==> src/ehp_pkg.sv <==
// Constants shared by the host port handshake block
package ehp_pkg;

  // ----------------------------------------------------------------
  // Port decode
  // ----------------------------------------------------------------
  localparam logic [15:0] CMD_STATUS_PORT_ADDR = 16'h0068;
  localparam logic [15:0] BYTE_TRANSFER_PORT_ADDR = 16'h0069;

  // ----------------------------------------------------------------
  // Command codes and answers
  // ----------------------------------------------------------------
  localparam logic [7:0] SPACE_READ_CMD = 8'h80;
  localparam logic [7:0] SPACE_WRITE_CMD = 8'h81;
  localparam logic [7:0] FAST_TRANSFER_ON_CMD = 8'h82;
  localparam logic [7:0] FAST_TRANSFER_OFF_CMD = 8'h83;
  localparam logic [7:0] EVENT_QUERY_CMD = 8'h84;
  localparam logic [7:0] BURST_ACK_BYTE = 8'h90;
  localparam logic [7:0] NO_EVENT_HEADER = 8'h00;

  // ----------------------------------------------------------------
  // Status byte layout
  // ----------------------------------------------------------------
  localparam int STAT_OUT_FULL_BIT = 0;
  localparam int STAT_IN_FULL_BIT = 1;
  localparam int STAT_BURST_BIT = 4;
  localparam int STAT_EVENT_BIT = 5;
  localparam logic [7:0] STATUS_CLEAR = 8'h00;
  localparam logic [7:0] BYTE_RESET = 8'h00;

  // ----------------------------------------------------------------
  // Timing
  // ----------------------------------------------------------------
  localparam int CLK_PERIOD_NS = 50;
  localparam int IRQ_PULSE_NS = 200;
  localparam int IRQ_PULSE_CYCLES =
    (IRQ_PULSE_NS / CLK_PERIOD_NS) < 1 ? 1 : (IRQ_PULSE_NS / CLK_PERIOD_NS);
  localparam int IRQ_CNT_W = 4;
  localparam logic [IRQ_CNT_W-1:0] IRQ_PULSE_LOAD = IRQ_CNT_W'(IRQ_PULSE_CYCLES);
  localparam logic [IRQ_CNT_W-1:0] IRQ_CNT_ZERO = 4'h0;
  localparam logic [IRQ_CNT_W-1:0] IRQ_CNT_STEP = 4'h1;

  // ----------------------------------------------------------------
  // Handler states
  // ----------------------------------------------------------------
  typedef enum logic [2:0] {
    ST_IDLE,
    ST_RD_ADDR,
    ST_RD_FETCH,
    ST_RD_LOAD,
    ST_WR_ADDR,
    ST_WR_DATA
  } ehp_state_t;

endpackage : ehp_pkg

==> src/ehp_host_port.sv <==
// Host-facing command/status and data byte port of the controller
// How it works
// - Command/status port decoded at 68h
// - Data port decoded at 69h
// - Burst-on: burst flag, ack 90h, interrupt
// - Output-full shows in status bit 0
// - Idle burst status reads 10h
// - Pending event shows in status bit 5
// - Consume input byte, dispatch, raise interrupt
// - Read command followed by address byte
// - Read address fetches byte into output
// - Event sets pending flag and interrupt
// - Query returns event header in output
// - Query clears pending flag, status 11h
// - Write: command, address, data, interrupt each
// - Write command code is 81h
// - Burst-off clears status to 00h
`timescale 1ns/100ps
module ehp_host_port
  import ehp_pkg::*;
#(
  parameter int SPACE_ADDR_W = 8
) (
  // Clock and reset
  input  wire logic        clk_sys,
  input  wire logic        rst_n,
  // Host I/O cycle pins
  input  wire logic [15:0] ioAddr,
  input  wire logic        ioRead,
  input  wire logic        ioWrite,
  input  wire logic [7:0]  ioWrData,
  output logic      [7:0]  ioRdData,
  // Interrupt to host
  output logic             controllerInterruptLine,
  // Internal event source
  input  wire logic        eventRequest,
  input  wire logic [7:0]  eventHeader
);

  // ----------------------------------------------------------------
  // Strobe synchronisation and edges
  // ----------------------------------------------------------------
  logic [1:0] strobeLevel;
  logic       rdLevelPrev;
  logic       wrLevelPrev;
  logic       rdRise;
  logic       rdFall;
  logic       wrRise;
  logic       addrIsCmd;
  logic       addrIsData;

  ehp_sync #(
    .WIDTH (2)
  ) u_strobe_sync (
    .clk_sys  (clk_sys),
    .rst_n    (rst_n),
    .pinIn    ({ioWrite, ioRead}),
    .levelOut (strobeLevel)
  );

  // Address and write data are held by the host for the whole strobe
  assign rdRise     = strobeLevel[0] & ~rdLevelPrev;
  assign rdFall     = ~strobeLevel[0] & rdLevelPrev;
  assign wrRise     = strobeLevel[1] & ~wrLevelPrev;
  assign addrIsCmd  = (ioAddr == CMD_STATUS_PORT_ADDR);
  assign addrIsData = (ioAddr == BYTE_TRANSFER_PORT_ADDR);

  // ----------------------------------------------------------------
  // Handler state
  // ----------------------------------------------------------------
  ehp_state_t                state;
  ehp_state_t                next_state;
  logic                      inputFull;
  logic                      next_inputFull;
  logic                      inIsCmd;
  logic                      next_inIsCmd;
  logic [7:0]                inByte;
  logic [7:0]                next_inByte;
  logic                      outputFull;
  logic                      next_outputFull;
  logic [7:0]                outByte;
  logic [7:0]                next_outByte;
  logic                      burst;
  logic                      next_burst;
  logic                      eventPending;
  logic                      next_eventPending;
  logic [7:0]                eventByte;
  logic [7:0]                next_eventByte;
  logic [SPACE_ADDR_W-1:0]   memAddr;
  logic [SPACE_ADDR_W-1:0]   next_memAddr;
  logic                      rdSelData;
  logic                      next_rdSelData;
  logic [IRQ_CNT_W-1:0]      irqCount;
  logic [IRQ_CNT_W-1:0]      next_irqCount;
  logic [7:0]                next_ioRdData;
  logic                      take;
  logic                      irqTrig;
  logic                      memWrEn;
  logic [7:0]                memRdData;
  logic [7:0]                statusByte;

  assign statusByte = {2'b00, eventPending, burst, 2'b00, inputFull, outputFull};

  // 256-byte space reached through one address byte
  ehp_space_mem #(
    .ADDR_W (SPACE_ADDR_W)
  ) u_space (
    .clk_sys (clk_sys),
    .rst_n   (rst_n),
    .wrEn    (memWrEn),
    .wrAddr  (memAddr),
    .wrData  (inByte),
    .rdAddr  (memAddr),
    .rdData  (memRdData)
  );

  // ----------------------------------------------------------------
  // Next-state logic
  // ----------------------------------------------------------------
  always_comb begin
    next_state        = state;
    next_inputFull    = inputFull;
    next_inIsCmd      = inIsCmd;
    next_inByte       = inByte;
    next_outputFull   = outputFull;
    next_outByte      = outByte;
    next_burst        = burst;
    next_eventPending = eventPending;
    next_eventByte    = eventByte;
    next_memAddr      = memAddr;
    next_rdSelData    = rdSelData;
    take              = 1'b0;
    irqTrig           = 1'b0;
    memWrEn           = 1'b0;

    // Host read of data port drains output buffer at end of strobe
    if (rdRise) begin
      next_rdSelData = addrIsData;
    end
    if (rdFall && rdSelData) begin
      next_outputFull = 1'b0;
    end

    unique case (state)
      ST_IDLE: begin
        if (inputFull) begin
          take = 1'b1;
          if (inIsCmd) begin
            case (inByte)
              SPACE_READ_CMD:  next_state = ST_RD_ADDR;
              SPACE_WRITE_CMD: next_state = ST_WR_ADDR;
              FAST_TRANSFER_ON_CMD: begin
                next_burst      = 1'b1;
                next_outByte    = BURST_ACK_BYTE;
                next_outputFull = 1'b1;
              end
              FAST_TRANSFER_OFF_CMD: begin
                next_burst        = 1'b0;
                next_outputFull   = 1'b0;
                next_eventPending = 1'b0;
              end
              EVENT_QUERY_CMD: begin
                next_outByte      = eventPending ? eventByte : NO_EVENT_HEADER;
                next_outputFull   = 1'b1;
                next_eventPending = 1'b0;
              end
              default: ;
            endcase
          end
        end
      end
      ST_RD_ADDR, ST_WR_ADDR: begin
        // A new command abandons the transfer and is dispatched from idle
        if (inputFull && inIsCmd) begin
          next_state = ST_IDLE;
        end else if (inputFull) begin
          take         = 1'b1;
          next_memAddr = inByte[SPACE_ADDR_W-1:0];
          next_state   = (state == ST_RD_ADDR) ? ST_RD_FETCH : ST_WR_DATA;
        end
      end
      ST_RD_FETCH: next_state = ST_RD_LOAD;
      ST_RD_LOAD: begin
        next_outByte    = memRdData;
        next_outputFull = 1'b1;
        irqTrig         = 1'b1;
        next_state      = ST_IDLE;
      end
      ST_WR_DATA: begin
        if (inputFull && inIsCmd) begin
          next_state = ST_IDLE;
        end else if (inputFull) begin
          take       = 1'b1;
          memWrEn    = 1'b1;
          next_state = ST_IDLE;
        end
      end
    endcase

    if (take) begin
      next_inputFull = 1'b0;
      irqTrig        = 1'b1;
    end

    // Host write wins over the consume in the same cycle
    if (wrRise && (addrIsCmd || addrIsData)) begin
      next_inputFull = 1'b1;
      next_inIsCmd   = addrIsCmd;
      next_inByte    = ioWrData;
    end

    // Event arrival wins over query or burst-off clearing
    if (eventRequest) begin
      next_eventPending = 1'b1;
      next_eventByte    = eventHeader;
      irqTrig           = 1'b1;
    end

    // A new trigger restarts the pulse instead of stacking a second one
    next_irqCount = irqTrig ? IRQ_PULSE_LOAD :
                    (irqCount != IRQ_CNT_ZERO) ? irqCount - IRQ_CNT_STEP : irqCount;

    next_ioRdData = addrIsData ? outByte : statusByte;
  end

  // ----------------------------------------------------------------
  // Registers
  // ----------------------------------------------------------------
  always_ff @(posedge clk_sys or negedge rst_n) begin
    if (!rst_n) begin
      state                   <= ST_IDLE;
      rdLevelPrev             <= 1'b0;
      wrLevelPrev             <= 1'b0;
      inputFull               <= 1'b0;
      inIsCmd                 <= 1'b0;
      inByte                  <= BYTE_RESET;
      outputFull              <= 1'b0;
      outByte                 <= BYTE_RESET;
      burst                   <= 1'b0;
      eventPending            <= 1'b0;
      eventByte               <= BYTE_RESET;
      memAddr                 <= '0;
      rdSelData               <= 1'b0;
      irqCount                <= IRQ_CNT_ZERO;
      ioRdData                <= STATUS_CLEAR;
      controllerInterruptLine <= 1'b0;
    end else begin
      state                   <= next_state;
      rdLevelPrev             <= strobeLevel[0];
      wrLevelPrev             <= strobeLevel[1];
      inputFull               <= next_inputFull;
      inIsCmd                 <= next_inIsCmd;
      inByte                  <= next_inByte;
      outputFull              <= next_outputFull;
      outByte                 <= next_outByte;
      burst                   <= next_burst;
      eventPending            <= next_eventPending;
      eventByte               <= next_eventByte;
      memAddr                 <= next_memAddr;
      rdSelData               <= next_rdSelData;
      irqCount                <= next_irqCount;
      ioRdData                <= next_ioRdData;
      controllerInterruptLine <= (next_irqCount != IRQ_CNT_ZERO);
    end
  end

  // ----------------------------------------------------------------
  // Assertions
  // ----------------------------------------------------------------
  logic cmdTaken;
  assign cmdTaken = take && inIsCmd && (state == ST_IDLE);
endmodule : ehp_host_port

==> src/ehp_sync.sv <==
// Three-stage pin synchroniser with agreement filter
`timescale 1ns/100ps
module ehp_sync #(
  parameter int WIDTH = 1
) (
  // Clock and reset
  input  wire logic             clk_sys,
  input  wire logic             rst_n,
  // Asynchronous pins and filtered levels
  input  wire logic [WIDTH-1:0] pinIn,
  output logic      [WIDTH-1:0] levelOut
);

  logic [WIDTH-1:0] stage1;
  logic [WIDTH-1:0] stage2;
  logic [WIDTH-1:0] stage3;
  logic [WIDTH-1:0] next_levelOut;

  // Level moves only when the last two stages agree
  always_comb begin
    next_levelOut = (~(stage2 ^ stage3) & stage3) | ((stage2 ^ stage3) & levelOut);
  end

  always_ff @(posedge clk_sys or negedge rst_n) begin
    if (!rst_n) begin
      stage1   <= '0;
      stage2   <= '0;
      stage3   <= '0;
      levelOut <= '0;
    end else begin
      stage1   <= pinIn;
      stage2   <= stage1;
      stage3   <= stage2;
      levelOut <= next_levelOut;
    end
  end

endmodule : ehp_sync

==> src/ehp_space_mem.sv <==
// Byte-wide internal controller space held in flip-flops
`timescale 1ns/100ps
module ehp_space_mem
  import ehp_pkg::*;
#(
  parameter int ADDR_W = 8
) (
  // Clock and reset
  input  wire logic              clk_sys,
  input  wire logic              rst_n,
  // Write port
  input  wire logic              wrEn,
  input  wire logic [ADDR_W-1:0] wrAddr,
  input  wire logic [7:0]        wrData,
  // Read port, one cycle latency
  input  wire logic [ADDR_W-1:0] rdAddr,
  output logic      [7:0]        rdData
);

  logic [7:0] mem [2**ADDR_W];

  genvar g;
  generate
    for (g = 0; g < 2**ADDR_W; g++) begin : g_entry
      always_ff @(posedge clk_sys or negedge rst_n) begin
        if (!rst_n) begin
          mem[g] <= BYTE_RESET;
        end else if (wrEn && (wrAddr == ADDR_W'(g))) begin
          mem[g] <= wrData;
        end
      end
    end
  endgenerate

  always_ff @(posedge clk_sys or negedge rst_n) begin
    if (!rst_n) begin
      rdData <= BYTE_RESET;
    end else begin
      rdData <= mem[rdAddr];
    end
  end

endmodule : ehp_space_mem

==> config.mk <==
export PLATFORM = sky130hd
export DESIGN_NAME = ehp_host_port
export DESIGN_NICKNAME = d
export VERILOG_FILES = /design/src/ehp_pkg.sv /design/src/ehp_host_port.sv /design/src/ehp_sync.sv /design/src/ehp_space_mem.sv
export SDC_FILE = /design/constraint.sdc
export NUM_CORES = 2
export LEC_CHECK = 0
export ABC_AREA = 1
export CAP_MARGIN = 20
export CORE_ASPECT_RATIO = 0.75
export CORE_MARGIN = 3
export CORE_UTILIZATION = 30
export CTS_CLUSTER_DIAMETER = 30
export DETAILED_ROUTE_END_ITERATION = 12
export DONT_BUFFER_PORTS = 1
export SLEW_MARGIN = 10
export SYNTH_ARGS = -nofsm -noshare
export SYNTH_HDL_FRONTEND = slang
export SYNTH_SLANG_ARGS = --single-unit
==> constraint.sdc <==
create_clock -name clk_sys -period 4.6 [get_ports clk_sys]
set_clock_uncertainty 0.15 [all_clocks]
set_input_delay 0.46 -clock clk_sys [delete_from_list [all_inputs] [get_ports clk_sys]]
set_output_delay 0.46 -clock clk_sys [all_outputs]
set_load 0.02 [all_outputs]
After elaboration in Yosys (flattened, before gate mapping)

Cells that the tools add are included.
Widths: inputs -> output; s select.

Register bits: 2120
Input bits: 37
Word-level logic and storage cells: 885

Add/sub/neg operators: 1
Reduce and logical (&&, ||, !) cells: 280
Equality and inequality tests: 273
Bitwise logic cells: 13
$lt $le $gt $ge: 1
Mux-type cells: 40

Operator list:

| operator            | number |
|---|---|
| $eq 8x8->1 const B  | 133 |
| $eq 8x7->1 const B  | 64 |
| $logic_and 1x1->1   | 259 |
| $eq 8x6->1 const B  | 32 |
| $eq 8x5->1 const B  | 16 |
| $bmux 8 s8          | 1 |
| $eq 8x4->1 const B  | 8 |
| $mux 8              | 6 |
| $eq 16x7->1 const B | 2 |
| $eq 8x3->1 const B  | 4 |
| $pmux 8 s2          | 2 |
| $mux 3              | 7 |
| $eq 8x2->1 const B  | 2 |
| $mux 1              | 16 |
| $pmux 3 s5          | 1 |
| $reduce_bool 2->1   | 7 |
| $reduce_and 4->1    | 3 |
| $ge 9x9->1 const B  | 1 |
| $not 8->9           | 1 |
| $eq 8x1->1 const B  | 1 |
| $logic_not 8->1     | 1 |
| $mux 4              | 2 |
| $pmux 1 s2          | 4 |
| $reduce_bool 4->1   | 2 |
| 20 further kinds    | 33 |

Depth between registers and ports, before layout

Word-level depth: 8
Mapped depth: 16
Gate-level depth less buffers: 13

Cells and area by module

From an unflattened synthesis, not the netlist that was laid out.

Cells, all modules: 11956
Area, all modules: 95693.0 sq um

Modules (own cells, without submodules):

| module        | area each (sq um) | instances | cells each |
|---|---|---|---|
| ehp_space_mem | 92638.8           | 1         | 11578 |
| ehp_host_port | 2821.5            | 1         | 362 |
| ehp_sync      | 232.7             | 1         | 16 |

Worst setup path after synthesis

No wires, ideal clock.

Path kind: register to register
Start: register memAddr[0]
End: register u_space.rdData[6]
Cell stages (with the launch flop): 15
Data arrival time: 1773 ps
Path slack: 2559 ps
Required time: 4331 ps
Setup time: 119 ps
Cell sequence: dfrtp_1 -> buf_4 -> buf_2 -> buf_2 -> buf_4 -> nand2_1 -> a21oi_1 -> o21ai_0 -> nand2_1 -> o21ai_0 -> nand2_1 -> nor2_1 -> nor2_1 -> nor2_1 -> nand2_1

Cells in the longest elaborated chain, start to end: 4

Ends and longest elaborated chain:

| element                                    | line                 | RTL |
|---|---|---|
| start, declared                            | ehp_host_port.sv:89  | `logic [SPACE_ADDR_W-1:0] memAddr;` |
| start signal, assigned                     | ehp_host_port.sv:259 | `memAddr <= next_memAddr;` |
| $not 8->9 (not written as such)            | ehp_space_mem.sv:39  | `rdData <= mem[rdAddr];` |
| $bmux 8 s8                                 | ehp_space_mem.sv:39  |  |
| $mux 8 (not written as such) (2 in series) | ehp_space_mem.sv:39  |  |
| end signal, assigned                       | ehp_space_mem.sv:39  |  |
| end, declared                              | ehp_space_mem.sv:17  | `output logic [7:0] rdData` |

Every way passes these cells. The select of a mux whose other input is x is not followed.
A chain may end at the register's enable or synchronous reset.

Worst setup path after layout

Start: register memAddr[0]
End: register u_space.rdData[2]

The elaborated chain is that of the path after synthesis.

==> impl_metrics.csv <==
group,metric,value,unit
run_status,outcome,"finished, violations left",
run_status,violations,"negative hold slack",
global_routing,antenna_found_initial,12,
synth,synth_ff_type,"dfrtp_1",
floorplan,start_util,0.302,
floorplan,die_w,664,um
clock_tree,clk_pin_slew_worst_paths,0.06,ns
pwr,p_sw_frac,0.225,
timing,fin_ws,0.539,ns
pwr,pwr-share-comb,0.012,
timing,rsz0062_at_grt,"no",
critical_path,r2r-start,"memAddr[0]",
critical_path,crit_slowest_cell,"o21ai_0",
critical_path,max_stage_delay,0.87,ns
timing,hold_ws,-0.843,ns
clock_tree,clock-root-buffer,"clkbuf_16",
pwr,peakVddDrop,0.337,mV
critical_path,reg2reg_depth,13,
synth,synth_xor_area_frac,0.0000900,
route,avgViaCountPerCell,4.91,
critical_path,cp-start-kind,"flip-flop",
pwr,internal_power,36.2,mW
critical_path,cpLargestDelayFamily,"simple AND/OR/NAND/NOR gates",
floorplan,die_area,331000,um^2
pwr,power_switching,10.5,mW
synth,yosysWarnings,0,
route,drt_iter0_drc,9655,
synth,synth_top_cell_by_area,"dfrtp_1",
critical_path,r2r_slack,0.54,ns
layout,final_nets,12600,
synth,async_reset_ff_frac,1.00,
timing,finalCriticalPeriod,4.06,ns
layout,fill_cells,33400,
global_routing,grt_pass1_wl,486000,um
route,wl_per_cell,18.3,um
synth,synthTopCellsByCount,"nand2_1, o21ai_0, dfrtp_1, clkbuf_1, nand3_1",
job,drv_cap,0,
critical_path,crit_start,"memAddr[0]",
clock_tree,cts_resized,0,
route,drc,0,
synth,synthSimpleGateAreaFrac,0.294,
synth,synth_cells,12900,
global_routing,track_usage,0.185,
layout,multiInputGateArea,40400,um^2
timing,setup_viol,0,
pwr,total_power,46.7,mW
timing,drv_slew,0,
synth,synthMuxAreaShare,0.000926,
route,wirelength,312000,um
floorplan,std_cell_rows,180,
layout,area.sequential,53100,um^2
timing,hold_violations,365,
clock_tree,cts_buffer_depth,4,
synth,synth_top_area_share,0.545,
synth,synthTopCellsByArea,"dfrtp_1, nand2_1, o21ai_0, clkbuf_1, nand3_1",
placed_design,port_buffers,0,
synth,yosysUniqueCellTypes,35,
clock_tree,clock_sinks,2120,
synth,synth_edf_count,0,
placed_design,place_congestion,0.886,
critical_path,crit_top_cell,"nand2_1",
timing,slew-limit-headroom,0.163,
synth,yosysMostFrequentCell,"nand2_1",
clock_tree,clk_latency,0.87,ns
critical_path,end_kind,"flip-flop",
layout,final_layout_size_suffix_gt1_frac,0.0670,
critical_path,crit_type,"flip-flop to flip-flop",
synth,synth_top_family_by_area,"simple AND/OR/NAND/NOR gates",
synth,synth_nets,12900,
critical_path,arrival,4.67,ns
pwr,leakage,54.6,nW
timing,period_share,0.883,
clock_tree,htree_levels,5,
route,dr_total_vias,83900,
synth,yosysSeqAreaShare,0.545,
floorplan,die_y,499,um
critical_path,cp_data_required_time,5.21,ns
synth,syn-cell-area,97300,um^2
critical_path,cp_max_fo,48,
layout,syn_to_final_growth,17.0,%
pwr,power_density,410,nW/um^2
placed_design,dp_slack,0.0797,ns
floorplan,core,322000,um^2
timing,tns,0,ns
timing,fmax,0.246,GHz
min_path,min_path_type,"primary input to async pin",
timing,worst_pin_slew,1.26,ns
synth,yosys.area_share.adder,0.000334,
global_routing,grt_start_max_net_pins,239,
floorplan,ios,46,
synth,synth-seq-cells,2120,
critical_path,r2r-end,"u_space.rdData[2]",
global_routing,first_global_vias,78600,
synth,synth_compound_area_frac,0.119,
global_routing,grt-ovfl-total,0,
critical_path,crit_chain,"nand2_2 > clkinv_4 > buf_12 > nand2_1 > nand3_1 > nand2_1 > nand2_1 > o21ai_0 > nand2_1 > nor2_1 > nor2_1 > nor2_1 > nand2_1",
pwr,seq_power_share,0.401,
placed_design,dp.final_hpwl,177000,um
route,drtPass1Iterations,6,
clock_tree,cts_buffers,358,
critical_path,critPathBufInv,2,
clock_tree,tritoncts,"yes",
synth,syn_area_per_cell,7.56,um^2
route,drtAntennaViolNets,0,
pwr,p_clk_frac,0.587,
-- repair_timing --
| item | 4_1_cts | 5_1_grt |
|---|---|---|
| buffers inserted | 0 | 0 |
| endpoints found under the hold margin | 471 | 281 |
| hold buffers | 26 | 3 |
-- layout make-up --
cell class,count,share of cell area
clock buffers,426,0.0851
flip-flops and latches,2120,0.466
multi-input cells,9763,0.355
well taps,4277,0.0470
repair buffers,195,0.0203
inverters,75,0.00327
diodes,4,0.0000879
clock inverters,219,0.0231
-- kinds of logic (layout without fill, tap and decap cells) --
family | after synthesis | after routing
xor+xnor | 1 | 1
mux | 8 | 8
buf+inv | 996 | 915
other cells | 0 | 4
fa+ha+maj | 3 | 3
flops | 2120 | 2120
compound gates | 2299 | 2299
simple gates | 7452 | 7452
-- metal layers --
layer / GRT usage / vias up / part of all wire
li1: - / 40200 / -
met1: 0.284 / 40300 / 0.49
met2: 0.255 / 2961 / 0.40
met3: 0.0476 / 443 / 0.093
met4: 0.0426 / 0 / 0.021
met5: 0 / - / 0
-- layout by cell type, fill, tap and decap left out, types with 3 or more instances in the layout --
master         Yosys  routed
bufinv_16          0      39
nor3_1             7       7
clkinv_2           0      42
clkbuf_1         744      26
o21ai_0         2247    2247
nor2_1           124     117
clkbuf_8           0      37
nand2_2            3       3
dfrtp_1         2120    2118
clkbuf_16          0     363
o211ai_1           3       3
nand3_1          291     291
buf_12             0      40
dlygate4sd3_1      0      27
inv_8              0      17
nand4_1           26      26
nor2_4             4      23
inv_6              0      42
buf_16             0      14
nand2_1         6963    6963
mux2_2             8       8
diode_2            0       4
o21ai_1            5       5
clkinvlp_4         0      41
buf_4             20     114
nor2_2            16       4
inv_1             69      58
nor4_1             4       4
nand3_2            9       9
a21oi_1           36      36
clkinv_4           0      42
clkinv_8           0       6
-- state kept, by name (all words and copies together), names as in the netlist, 2 cells and up, named ones only --
register and cells:
u_space.mem 2048, eventByte 8, inByte 8, ioRdData 8, memAddr 8, outByte 8
u_space.rdData 8, irqCount 4, state 3, u_strobe_sync.stage1 2, u_strobe_sync.stage2 2, u_strobe_sync.stage3 2
-- per-stage QoR --
stage               cell area (um^2)  instances   util
finish                        114000      17100  0.354
global route                  114000      17100  0.354
CTS                           114000      17100  0.353
detailed placement            101000      16400  0.314
global placement              101000      16400  0.314
floorplan                      97300      12900      -
-- power groups by stage --
stage | sequential [mW] | combinational, mW | clock, mW
after floorplan | 19.0 | 0.110 | 0
after global placement | 19.0 | 0.549 | 0
after detailed placement | 19.0 | 0.547 | 0
after CTS | 18.7 | 0.568 | 27.8
after global routing | 18.7 | 0.653 | 28.7
final | 18.7 | 0.554 | 27.4
-- worst max-delay path by stage --
stage,to,cells past startpoint
after global routing,u_space.rdData[2],13
after detailed placement,u_space.mem[1244],4
after global placement,u_space.mem[1109],4
after floorplan,u_space.rdData[6],14
final,u_space.rdData[2],13
after CTS,u_space.mem[1615],7
(Power assumes the default switching activity.)
